===== src/adcbs_cfg.svh =====
// Chain positions, safe values and timing counts for the converter scan segment
`ifndef ADCBS_CFG_SVH
`define ADCBS_CFG_SVH

// ****************************************
// Chain layout
// ****************************************
`define ADCBS_CHAIN_LEN 198
`define ADCBS_ANALOG_MSB 197
`define ADCBS_ANALOG_LSB 158
`define ADCBS_COMP_POS 193
`define ADCBS_CONV_EN_POS 188
`define ADCBS_DAC_MSB 186
`define ADCBS_DAC_LSB 177
`define ADCBS_HOLD_POS 174
`define ADCBS_MUX_MSB 172
`define ADCBS_MUX_LSB 165
`define ADCBS_COMPARATOR_PRECHARGE_CELL_POS 160
`define ADCBS_PE_BASE 157
`define ADCBS_PA_BASE 23
`define ADCBS_PORT_PINS 8
`define ADCBS_CELLS_PER_PIN 3

// ****************************************
// Safe values outside boundary-scan test
// ****************************************
`define ADCBS_DAC_MID 10'h200
`define ADCBS_MUX_SAFE 8'h01
`define ADCBS_HOLD_SAFE 1'h1
`define ADCBS_COMPARATOR_PRECHARGE_CELL_SAFE 1'h1

// ****************************************
// Timing
// ****************************************
`define ADCBS_CLK_NS 5
`define ADCBS_SETTLE_NS 200
`define ADCBS_CMP_STEPS 10
`define ADCBS_STEP_CYC 4

`endif


===== src/adcbs_pkg.sv =====
// Types shared by the converter scan segment
package adcbs_pkg;

  // Gray codes along idle -> converting
  typedef enum logic [0:0] {
    ADCBS_IDLE = 1'b0,
    ADCBS_CONV = 1'b1
  } adcbs_conv_state_t;

  typedef enum logic [1:0] {
    ADCBS_CELL_DATA = 2'h0,
    ADCBS_CELL_DIR = 2'h1,
    ADCBS_CELL_PULLUP = 2'h2
  } adcbs_cell_role_t;

endpackage : adcbs_pkg


===== src/adcbs_sync2.sv =====
// Two-flop synchroniser for pin-side levels
`timescale 1ns/10ps
module adcbs_sync2 #(
  parameter int WIDTH = 1
) (
  input wire logic core_clk_in,
  input wire logic resetn_in,
  input wire logic [WIDTH-1:0] async_in,
  output logic [WIDTH-1:0] sync_out
);
  logic [WIDTH-1:0] meta_q;
  logic [WIDTH-1:0] sync_q;

  always_ff @(posedge core_clk_in or negedge resetn_in) begin
    if (!resetn_in) begin
      meta_q <= '0;
      sync_q <= '0;
    end else begin
      meta_q <= async_in;
      sync_q <= meta_q;
    end
  end

  assign sync_out = sync_q;
endmodule : adcbs_sync2


===== src/adcbs_chain.sv =====
// Converter and comparator boundary-scan segment with pin cells
// Contract
// - Enabling the converter in normal mode runs one ten-step dummy conversion.
// - Chain position 0 is first in from TDI and first out on TDO.
// - Port A cells run in reverse bit order to other ports.
// - Analog cells sit at chain positions 197 down to 158.
// - Each pin has data, direction, pull-up cells in descending positions.
// - Port F pins 4 to 7 have no cells in the chain.
`timescale 1ns/10ps
`include "adcbs_cfg.svh"
module adcbs_chain
  import adcbs_pkg::*;
(
  input wire logic core_clk_in,
  input wire logic resetn_in,
  input wire logic tck_in,
  input wire logic tdi_in,
  input wire logic comp_in,
  input wire logic capture_dr_in,
  input wire logic shift_dr_in,
  input wire logic update_dr_in,
  input wire logic extest_in,
  input wire logic func_conv_en_in,
  input wire logic [`ADCBS_CHAIN_LEN-1:0] capture_vec_in,
  output logic tdo_out,
  output logic converter_enable_cell_out,
  output logic [`ADCBS_DAC_MSB-`ADCBS_DAC_LSB:0] dac_code_out,
  output logic hold_out,
  output logic [`ADCBS_MUX_MSB-`ADCBS_MUX_LSB:0] channel_mux_cells_out,
  output logic comparator_precharge_cell_out,
  output logic [`ADCBS_PORT_PINS-1:0] pe_pin_output_cell_out,
  output logic [`ADCBS_PORT_PINS-1:0] pe_pin_direction_cell_out,
  output logic [`ADCBS_PORT_PINS-1:0] pe_pin_pullup_cell_out,
  output logic [`ADCBS_PORT_PINS-1:0] pa_pin_output_cell_out,
  output logic [`ADCBS_PORT_PINS-1:0] pa_pin_direction_cell_out,
  output logic [`ADCBS_PORT_PINS-1:0] pa_pin_pullup_cell_out,
  output logic dummy_busy_out,
  output logic converter_ready_out
);
  localparam int LEN = `ADCBS_CHAIN_LEN;
  localparam int NP = `ADCBS_PORT_PINS;
  localparam int DW = `ADCBS_DAC_MSB - `ADCBS_DAC_LSB + 1;
  localparam int MW = `ADCBS_MUX_MSB - `ADCBS_MUX_LSB + 1;
  localparam int SETTLE_CYC = (`ADCBS_SETTLE_NS + `ADCBS_CLK_NS - 1) / `ADCBS_CLK_NS;

  // ****************************************
  // Pin synchronisers and TCK edges
  // ****************************************
  logic [2:0] pins_s;
  logic tck_s, tdi_s, comp_s;
  logic tck_prev_q, tck_prev_d;
  logic tck_rise, tck_fall;

  adcbs_sync2 #(.WIDTH(3)) u_sync (
    .core_clk_in(core_clk_in),
    .resetn_in(resetn_in),
    .async_in({tck_in, tdi_in, comp_in}),
    .sync_out(pins_s)
  );
  assign tck_s = pins_s[2];
  assign tdi_s = pins_s[1];
  assign comp_s = pins_s[0];
  assign tck_prev_d = tck_s;
  assign tck_rise = tck_s & ~tck_prev_q;
  assign tck_fall = ~tck_s & tck_prev_q;

  // ****************************************
  // Shift, capture and update stages
  // ****************************************
  logic [LEN-1:0] chain_q, chain_d;
  logic [LEN-1:0] upd_q, upd_d;
  logic tdo_q, tdo_d;

  always_comb begin
    chain_d = chain_q;
    upd_d = upd_q;
    tdo_d = tdo_q;
    if (tck_rise && capture_dr_in) begin
      chain_d = capture_vec_in;
      chain_d[`ADCBS_COMP_POS] = comp_s;
    end else if (tck_rise && shift_dr_in) begin
      // New bits enter at the top so the first one in ends at position 0
      chain_d = {tdi_s, chain_q[LEN-1:1]};
    end
    // TDO changes on the falling edge, giving the tester a full half period
    if (tck_fall && shift_dr_in) begin
      tdo_d = chain_q[0];
    end
    if (tck_fall && update_dr_in) begin
      upd_d = chain_q;
    end
  end

  always_ff @(posedge core_clk_in or negedge resetn_in) begin
    if (!resetn_in) begin
      tck_prev_q <= 1'b0;
      chain_q <= '0;
      upd_q <= '0;
      tdo_q <= 1'b0;
    end else begin
      tck_prev_q <= tck_prev_d;
      chain_q <= chain_d;
      upd_q <= upd_d;
      tdo_q <= tdo_d;
    end
  end
  assign tdo_out = tdo_q;

  // ****************************************
  // Pin cell mapping
  // ****************************************
  // Port F pins 4 to 7 own no positions; the TAP uses them
  logic [NP-1:0] pe_dat_w, pe_dir_w, pe_pu_w, pa_dat_w, pa_dir_w, pa_pu_w;
  genvar gp;
  generate
    for (gp = 0; gp < NP; gp++) begin : g_pin
      localparam int PE_POS = `ADCBS_PE_BASE - `ADCBS_CELLS_PER_PIN * gp;
      localparam int PA_POS = `ADCBS_PA_BASE - `ADCBS_CELLS_PER_PIN * (NP - 1 - gp);
      assign pe_dat_w[gp] = upd_q[PE_POS - int'(ADCBS_CELL_DATA)];
      assign pe_dir_w[gp] = upd_q[PE_POS - int'(ADCBS_CELL_DIR)];
      assign pe_pu_w[gp] = upd_q[PE_POS - int'(ADCBS_CELL_PULLUP)];
      assign pa_dat_w[gp] = upd_q[PA_POS - int'(ADCBS_CELL_DATA)];
      assign pa_dir_w[gp] = upd_q[PA_POS - int'(ADCBS_CELL_DIR)];
      assign pa_pu_w[gp] = upd_q[PA_POS - int'(ADCBS_CELL_PULLUP)];
    end
  endgenerate

  // ****************************************
  // Applied outputs
  // ****************************************
  logic conv_en_q, conv_en_d, hold_q, hold_d, comparator_precharge_cell_q, comparator_precharge_cell_d;
  logic [DW-1:0] dac_q, dac_d;
  logic [MW-1:0] mux_q, mux_d;
  logic [6*NP-1:0] pins_q, pins_d;

  always_comb begin
    if (extest_in) begin
      conv_en_d = upd_q[`ADCBS_CONV_EN_POS];
      dac_d = upd_q[`ADCBS_DAC_MSB:`ADCBS_DAC_LSB];
      hold_d = upd_q[`ADCBS_HOLD_POS];
      mux_d = upd_q[`ADCBS_MUX_MSB:`ADCBS_MUX_LSB];
      comparator_precharge_cell_d = upd_q[`ADCBS_COMPARATOR_PRECHARGE_CELL_POS];
      pins_d = {pe_dat_w, pe_dir_w, pe_pu_w, pa_dat_w, pa_dir_w, pa_pu_w};
    end else begin
      // Outside test the DAC, hold, mux and precharge sit at quiet values; enable follows func_conv_en_in
      conv_en_d = func_conv_en_in;
      dac_d = `ADCBS_DAC_MID;
      hold_d = `ADCBS_HOLD_SAFE;
      mux_d = `ADCBS_MUX_SAFE;
      comparator_precharge_cell_d = `ADCBS_COMPARATOR_PRECHARGE_CELL_SAFE;
      pins_d = '0;
    end
  end

  always_ff @(posedge core_clk_in or negedge resetn_in) begin
    if (!resetn_in) begin
      conv_en_q <= 1'b0;
      dac_q <= `ADCBS_DAC_MID;
      hold_q <= `ADCBS_HOLD_SAFE;
      mux_q <= `ADCBS_MUX_SAFE;
      comparator_precharge_cell_q <= `ADCBS_COMPARATOR_PRECHARGE_CELL_SAFE;
      pins_q <= '0;
    end else begin
      conv_en_q <= conv_en_d;
      dac_q <= dac_d;
      hold_q <= hold_d;
      mux_q <= mux_d;
      comparator_precharge_cell_q <= comparator_precharge_cell_d;
      pins_q <= pins_d;
    end
  end
  assign converter_enable_cell_out = conv_en_q;
  assign dac_code_out = dac_q;
  assign hold_out = hold_q;
  assign channel_mux_cells_out = mux_q;
  assign comparator_precharge_cell_out = comparator_precharge_cell_q;
  assign {pe_pin_output_cell_out, pe_pin_direction_cell_out, pe_pin_pullup_cell_out,
          pa_pin_output_cell_out, pa_pin_direction_cell_out, pa_pin_pullup_cell_out} = pins_q;

  // ****************************************
  // Dummy conversion and settle timer
  // ****************************************
  adcbs_conv_state_t st_q, st_d;
  logic en_prev_q, en_prev_d;
  logic [1:0] step_q, step_d;
  logic [3:0] cmp_q, cmp_d;
  logic [5:0] settle_q, settle_d;
  logic conv_start;

  assign en_prev_d = conv_en_q;
  assign conv_start = conv_en_q & ~en_prev_q & ~extest_in;

  always_comb begin
    st_d = st_q;
    step_d = step_q;
    cmp_d = cmp_q;
    settle_d = settle_q;
    if (!conv_en_q) begin
      settle_d = '0;
    end else if (settle_q != 6'(SETTLE_CYC)) begin
      settle_d = settle_q + 6'h01;
    end
    unique case (st_q)
      ADCBS_IDLE: begin
        if (conv_start) begin
          st_d = ADCBS_CONV;
          step_d = '0;
          cmp_d = '0;
        end
      end
      ADCBS_CONV: begin
        // Step length is a fixed core-clock count, not the analog clock
        if (step_q == 2'(`ADCBS_STEP_CYC - 1)) begin
          step_d = '0;
          cmp_d = cmp_q + 4'h1;
          if (cmp_q == 4'(`ADCBS_CMP_STEPS - 1)) begin
            st_d = ADCBS_IDLE;
          end
        end else begin
          step_d = step_q + 2'h1;
        end
      end
    endcase
  end

  always_ff @(posedge core_clk_in or negedge resetn_in) begin
    if (!resetn_in) begin
      st_q <= ADCBS_IDLE;
      en_prev_q <= 1'b0;
      step_q <= '0;
      cmp_q <= '0;
      settle_q <= '0;
    end else begin
      st_q <= st_d;
      en_prev_q <= en_prev_d;
      step_q <= step_d;
      cmp_q <= cmp_d;
      settle_q <= settle_d;
    end
  end
  assign dummy_busy_out = (st_q == ADCBS_CONV);
  assign converter_ready_out = conv_en_q && (settle_q == 6'(SETTLE_CYC)) && !dummy_busy_out;
endmodule : adcbs_chain


===== config.mk =====
export PLATFORM = sky130hd
export DESIGN_NAME = adcbs_chain
export DESIGN_NICKNAME = d
export VERILOG_FILES = /design/src/adcbs_pkg.sv /design/src/adcbs_sync2.sv /design/src/adcbs_chain.sv
export VERILOG_INCLUDE_DIRS = /design/src
export SDC_FILE = /design/constraint.sdc
export NUM_CORES = 1
export LEC_CHECK = 0
export BUFFER_PORTS_ARGS = -buffer_cell sky130_fd_sc_hd__buf_2
export CAP_MARGIN = 10
export CORE_UTILIZATION = 45
export DETAILED_ROUTE_END_ITERATION = 8
export PLACE_DENSITY_LB_ADDON = 0.12
export SETUP_SLACK_MARGIN = 0.2
export SYNTH_ARGS = -nofsm -noshare
export SYNTH_HDL_FRONTEND = slang
export SYNTH_HIERARCHICAL = 1
export SYNTH_SLANG_ARGS = --single-unit
export TNS_END_PERCENT = 50

===== constraint.sdc =====
create_clock -name core_clk_in -period 2.5 [get_ports core_clk_in]
set_clock_uncertainty 0.2 [all_clocks]
set_input_delay 0.25 -clock core_clk_in [delete_from_list [all_inputs] [get_ports core_clk_in]]
set_output_delay 0.25 -clock core_clk_in [all_outputs]
set_load 0.02 [all_outputs]

==> results.sh, run 1 <==
export IMPL_yosys_warnings=6
export IMPL_start_util_pct=45.7
export IMPL_design_area_sq_mm=0.0212
export IMPL_max_freq_mhz=467
export IMPL_netSwitchingPower_mw=5.44
export IMPL_cts_tree="built"
export IMPL_endpoint_kind="primary output"
export IMPL_arrival_ns=1.69
export IMPL_rr_endpoint="chain_q[54]$_DFFE_PN0P_"
export IMPL_syn_instance_count=1009
export IMPL_layout_cells_non_filler=1988
export IMPL_setup_viol_count_final=0
export IMPL_grt_pass1_vias=10400
export IMPL_dp_cells=1710
export IMPL_leakage_nw=10.4
export IMPL_io_pin_count=280
export IMPL_ys_seq_area_share_pct=56.9
export IMPL_hpwl_mm=20.6
export IMPL_pre_cts_slack_ns=0.394
export IMPL_p_int_mw=15.6
export IMPL_worstMarginPinSlew_ns=0.551
export IMPL_sw_frac_of_total_pct=25.8
export IMPL_combinationalPowerShare_pct=27.3
export IMPL_start_kind="flip-flop"
export IMPL_clkLatencyLatePin_ns=0.52
export IMPL_clock_root_buffer="clkbuf_16"
export IMPL_required_ns=2.05
export IMPL_timing_setup_tns_ns=0
export IMPL_syn_area_sq_mm=0.0158
export IMPL_rrSetupSlack_ns=0.41
export IMPL_die_y_um=189
export IMPL_whs_ns=0.0547
export IMPL_outcome="completed"
export IMPL_maxCapViolations=0
export IMPL_mostFrequentLayoutCells="mux2_2 (365), dfrtp_1 (354), buf_2 (277)"
export IMPL_ctsLongestPathBuffers=3
export IMPL_dieArea_sq_mm=0.0358
export IMPL_ys_types=33
export IMPL_avgSynthCellArea_sq_um=15.6
export IMPL_reg2regPathDepth=5
export IMPL_portBuffers=278
export IMPL_vias=9585
export IMPL_grt_antenna_before_repair=2
export IMPL_ant_nets=0
export IMPL_clock_sinks=358
export IMPL_h_tree_depth=2
export IMPL_hp_class="in2async"
export IMPL_utilization_pct=61.5
export IMPL_nFillCells=2696
export IMPL_drc=0
export IMPL_coreArea_sq_mm=0.0345
export IMPL_fp_row_count=68
export IMPL_drtPass1Iterations=6
export IMPL_via_per_inst=4.82
export IMPL_multiInputGateArea_sq_mm=0.00644
export IMPL_pwr_share_clk_pct=27.5
export IMPL_drv_slew=0
export IMPL_track_usage_pct=18.8
export IMPL_ys_ff_latch=358
export IMPL_dpl_instance_area_sq_mm=0.0178
export IMPL_drive_above_1_share_pct=54.7
export IMPL_period_share_pct=85.7
export IMPL_cts_buffers=40
export IMPL_final_common_cell="mux2_2"
export IMPL_clk_pin_slew_worst_paths_ns=0.06
export IMPL_layout_area_seq_sq_mm=0.00896
export IMPL_fin_crit_ns=2.14
export IMPL_layout_nets=1714
export IMPL_max_vdd_ir_drop_mv=0.537
export IMPL_reg2reg_from="u_sync/sync_out[2]$_DFF_PN0_"
export IMPL_crit_type="reg2out"
export IMPL_drt_wirelength_per_cell_um=16.5
export IMPL_setup_ws_ns=0.356
export IMPL_syn_to_final_growth_pct=34.4
export IMPL_seqPwrFrac_pct=45.3
export IMPL_post_cts_resized=0
export IMPL_grt_pass1_wl_mm=54.1
export IMPL_rsz0062_at_grt="false"
export IMPL_place_gp_congestion=0.723
export IMPL_syn_nets=1222
export IMPL_grt_max_degree=64
export IMPL_die_x_um=189
export IMPL_grt_remaining_overflow=0
export IMPL_dr_first_iter_drc_count=280
export IMPL_path_max_fanout=4
export IMPL_drt_wl_total_mm=32.7
export IMPL_powerDensity_mw_per_mm2=995
export IMPL_finalPower_mw=21.1
export IMPL_hold_violations=0
export IMPL_relSlewSlack_pct=63.3
-- cells in the mapped netlist --
cell type | instances | area [sq um]
ha_1 | 5 | 62.6
buf_6 | 14 | 158
and2_1 | 65 | 407
o211ai_2 | 1 | 12.5
clkbuf_1 | 17 | 63.8
xnor2_1 | 3 | 26.3
o21ai_0 | 1 | 5.00
mux2_2 | 365 | 4110
buf_2 | 25 | 125
or4b_2 | 1 | 10.0
nor3b_1 | 1 | 7.51
nor3_1 | 1 | 5.00
nand2_1 | 11 | 41.3
nor2b_1 | 1 | 6.26
and3_1 | 2 | 12.5
dfstp_2 | 4 | 105
inv_1 | 4 | 15.0
nand2b_1 | 4 | 25.0
o211ai_1 | 1 | 7.51
a22o_1 | 5 | 43.8
nand3_1 | 3 | 15.0
nand3b_1 | 1 | 7.51
a21oi_1 | 3 | 15.0
mux2_1 | 2 | 22.5
or3_1 | 1 | 6.26
mux2_4 | 100 | 1500
dfrtp_1 | 354 | 8860
mux2i_1 | 2 | 20.0
xor2_1 | 2 | 17.5
nand4_1 | 1 | 6.26
nor2_1 | 5 | 18.8
nor4b_1 | 1 | 8.76
buf_1 | 3 | 11.3
-- registers in the layout, indices dropped and copies added (netlist names), 2 cells and up --
name                   flops
cmp_q                      4
chain_q                  198
channel_mux_cells_out      8
pins_q                    48
u_sync/sync_out            3
settle_q                   6
step_q                     2
dac_code_out              10
upd_q                     69
u_sync/meta_q              3
-- cell families (layout without fill, tap and decap cells) --
| logic type | after synthesis | in the layout | share of synthesized area (%) |
|---|---|---|---|
| adder cells (fa/ha/maj) | 5 | 5 | 0.397 |
| XOR/XNOR | 5 | 5 | 0.278 |
| multiplexers | 469 | 469 | 35.9 |
| flip-flops | 358 | 358 | 56.9 |
| AND/OR/NAND/NOR | 98 | 98 | 3.66 |
| other | 0 | 2 | 0 |
| AO/OA/AOI/OAI | 11 | 11 | 0.532 |
| buffers and inverters | 63 | 585 | 2.37 |
-- critical path, stage by stage, from the launching register on --
cell	delay (ns)
dfrtp_1	0.40
inv_1	0.08
ha_1	0.15
nand4_1	0.12
nor3b_1	0.21
buf_2	0.20
-- timing repair --
| action | CTS | global route |
|---|---|---|
| endpoints found under the hold margin | 556 | 0 |
| hold buffers | 203 | 0 |
| setup buffers | 1 | 0 |
| setup endpoints to repair | 1 | 0 |
-- worst max-delay path by stage --
stage,start,to,slack (ns)
2_1_floorplan,u_sync/sync_out[2]$_DFF_PN0_,chain_q[0]$_DFFE_PN0P_,0.66
5_1_grt,settle_q[0]$_DFFE_PN0P_,converter_ready_out,0.23
3_3_place_gp,u_sync/sync_out[2]$_DFF_PN0_,chain_q[54]$_DFFE_PN0P_,0.42
3_5_place_dp,u_sync/sync_out[2]$_DFF_PN0_,chain_q[54]$_DFFE_PN0P_,0.39
4_1_cts,settle_q[0]$_DFFE_PN0P_,converter_ready_out,0.32
6_report,settle_q[0]$_DFFE_PN0P_,converter_ready_out,0.36
-- final cells by class --
type / count / share of cell area, %
flip-flops and latches: 358 / 42.3
multi-input cells: 588 / 30.4
repair buffers: 509 / 18.3
clock buffers: 64 / 5.77
well taps: 455 / 2.69
clock inverters: 8 / 0.461
inverters: 4 / 0.0709
diodes: 2 / 0.0236
-- power by group through the flow --
stage	clock network (mW)	registers (mW)	logic (mW)
after floorplan	0	9.58	4.06
after global placement	0	9.55	5.41
after detailed placement	0	9.63	5.54
after CTS	6.00	9.54	5.82
after global routing	6.23	9.87	6.28
final	5.79	9.54	5.75
-- layer usage --
layer	track usage, %	up-vias	wire, um
met4	4.50	2	574
met5	0	-	14
li1	-	4534	-
met3	4.11	49	1640
met1	25.7	4796	15100
met2	30.4	204	15400
(Power assumes the default switching activity.)
==> inputs of run 2 (changes only) <==
--- a/config.mk
+++ b/config.mk
@@ -10,6 +10,7 @@
 export CAP_MARGIN = 10
 export CORE_UTILIZATION = 45
 export DETAILED_ROUTE_END_ITERATION = 8
+export GPL_TIMING_DRIVEN = 0
 export PLACE_DENSITY_LB_ADDON = 0.12
 export SETUP_SLACK_MARGIN = 0.2
 export SYNTH_ARGS = -nofsm -noshare
==> run 2 against run 1 <==
- sequential share of layout area decreased by 0.072 points
- critical path depth increased by 1
- clock power is 1% higher
==> results.sh, run 2 (same netlist as run 1, synthesis figures left out) <==
export IMPL_path_cells="nand3b_1 -> buf_2 -> buf_6 -> buf_6 -> mux2_4 -> mux2_2"
export IMPL_rrSetupSlack_ns=0.30
export IMPL_drt_wl_total_mm=33.9
export IMPL_crit_type="reg2reg"
export IMPL_max_vdd_ir_drop_mv=0.536
export IMPL_cp_slowest_stage_delay_ns=0.41
export IMPL_cts_tree="built"
export IMPL_period_share_pct=88.2
export IMPL_clock_sinks=358
export IMPL_place_gp_congestion=0.739
export IMPL_reg2reg_from="u_sync/sync_out[2]$_DFF_PN0_"
export IMPL_required_ns=2.70
export IMPL_powerDensity_mw_per_mm2=997
export IMPL_syn_to_final_growth_pct=34.6
export IMPL_grt_max_degree=111
export IMPL_grt_pass1_vias=10500
export IMPL_outcome="completed"
export IMPL_ant_nets=0
export IMPL_hold_violations=0
export IMPL_vias=9726
export IMPL_layout_nets=1750
export IMPL_endpoint_kind="flip-flop"
export IMPL_largest_reg_flops=198
export IMPL_layout_area_seq_sq_mm=0.00896
export IMPL_via_per_inst=4.80
export IMPL_grt_antenna_before_repair=5
export IMPL_path_max_fanout=10
export IMPL_clk_pin_slew_worst_paths_ns=0.06
export IMPL_cp_slowest_cell="dfrtp_1"
export IMPL_dpl_instance_area_sq_mm=0.0178
export IMPL_hpwl_mm=22.5
export IMPL_portBuffers=278
export IMPL_dr_first_iter_drc_count=249
export IMPL_reg_top3="chain_q (198), upd_q (69), pins_q (48)"
export IMPL_reg2regPathDepth=6
export IMPL_die_y_um=189
export IMPL_mostFrequentLayoutCells="mux2_2 (365), dfrtp_1 (354), buf_2 (303)"
export IMPL_rsz0062_at_grt="false"
export IMPL_ctsLongestPathBuffers=3
export IMPL_cpMostUsedCell="buf_6"
export IMPL_arrival_ns=2.40
export IMPL_timing_setup_tns_ns=0
export IMPL_track_usage_pct=19.2
export IMPL_grt_pass1_wl_mm=54.9
export IMPL_worstMarginPinSlew_ns=0.679
export IMPL_pre_cts_slack_ns=-0.316
export IMPL_utilization_pct=61.6
export IMPL_hp_class="in2async"
export IMPL_multiInputGateArea_sq_mm=0.00643
export IMPL_drt_wirelength_per_cell_um=16.7
export IMPL_drv_slew=0
export IMPL_dieArea_sq_mm=0.0358
export IMPL_relSlewSlack_pct=54.7
export IMPL_startpoint="u_sync/sync_out[2]$_DFF_PN0_"
export IMPL_h_tree_depth=2
export IMPL_drive_above_1_share_pct=54.9
export IMPL_nFillCells=2696
export IMPL_max_freq_mhz=454
export IMPL_drtPass1Iterations=6
export IMPL_top_register="chain_q"
export IMPL_design_area_sq_mm=0.0212
export IMPL_die_x_um=189
export IMPL_clkLatencyLatePin_ns=0.52
export IMPL_maxCapViolations=0
export IMPL_fp_row_count=68
export IMPL_setup_ws_ns=0.295
export IMPL_cts_buffers=40
export IMPL_setup_viol_count_final=0
export IMPL_drc=0
export IMPL_coreArea_sq_mm=0.0345
export IMPL_clock_root_buffer="clkbuf_16"
export IMPL_start_util_pct=45.7
export IMPL_final_common_cell="mux2_2"
export IMPL_io_pin_count=280
export IMPL_rr_endpoint="chain_q[167]$_DFFE_PN0P_"
export IMPL_endpoint="chain_q[167]$_DFFE_PN0P_"
export IMPL_fin_crit_ns=2.20
export IMPL_leakage_nw=10.4
export IMPL_start_kind="flip-flop"
export IMPL_grt_remaining_overflow=0
run 2: changes by cell type in the layout (fill, tap and decap cells not counted), sizes merged:
cell	before	now
buf	306	326
bufinv	2	1
clkbuf	64	79
clkinv	4	7
diode	2	4
run 2: worst min-delay path by stage:
stage / slack (ns) / cells after the start / endpoint / start
after global placement: 0.13 / 0 / u_sync/sync_out[1]$_DFF_PN0_ / u_sync/meta_q[1]$_DFF_PN0_
final: 0.06 / 2 / settle_q[2]$_DFFE_PN0P_ / resetn_in
after detailed placement: 0.04 / 1 / settle_q[2]$_DFFE_PN0P_ / resetn_in
after floorplan: -0.25 / 0 / chain_q[0]$_DFFE_PN0P_ / resetn_in
after CTS: 0.08 / 2 / settle_q[2]$_DFFE_PN0P_ / resetn_in
after global routing: 0.10 / 2 / settle_q[2]$_DFFE_PN0P_ / resetn_in
run 2: layer usage:
layer / part of all wire (%) / global-route usage (%) / up-vias
met1: 45 / 25.7 / 4852
met5: 0.050 / 0 / -
li1: - / - / 4606
met2: 47 / 31.8 / 222
met3: 5.4 / 3.93 / 44
met4: 1.9 / 4.84 / 2
run 2: what timing repair did:
action	4_1_cts	5_1_grt
hold endpoints to repair	272	0
hold buffers	203	0
setup endpoints to repair	101	4
resized for setup	1	2
buffers inserted	0	2
run 2: power breakdown:
| group | total, mW | leakage [nW] | internal [mW] | switching (mW) |
|---|---|---|---|---|
| combinational | 5.79 | 5.27 | 3.81 | 1.98 |
| sequential | 9.50 | 4.50 | 8.26 | 1.25 |
| clock | 5.86 | 0.672 | 3.56 | 2.30 |
| total | 21.2 | 10.4 | 15.6 | 5.53 |
run 2: final cells by class:
cell class / count / area share (%)
Buffer: 59 / 1.69
Antenna cell: 4 / 0.0472
Timing Repair Buffer: 486 / 16.6
Tap cell: 455 / 2.68
Multi-Input combinational cell: 588 / 30.3
Inverter: 4 / 0.0708
Sequential cell: 358 / 42.3
Clock buffer: 63 / 5.93
Clock inverter: 10 / 0.389
run 2: metrics by stage:
stage	hold slack [ns]	total power [mW]	cells
detailed placement	0.0423	15.2	1745
CTS	0.0770	21.4	2021
global placement	0.133	14.9	1742
global route	0.104	22.4	2027
finish	0.0649	21.2	2027
floorplan	-0.246	13.6	1009
run 2: critical path: cells and delay by family (launching register included):
kind	cells	cell delay (ns)
buf+inv	3	0.77
mux	2	0.58
simple gates	1	0.11
flops	1	0.41
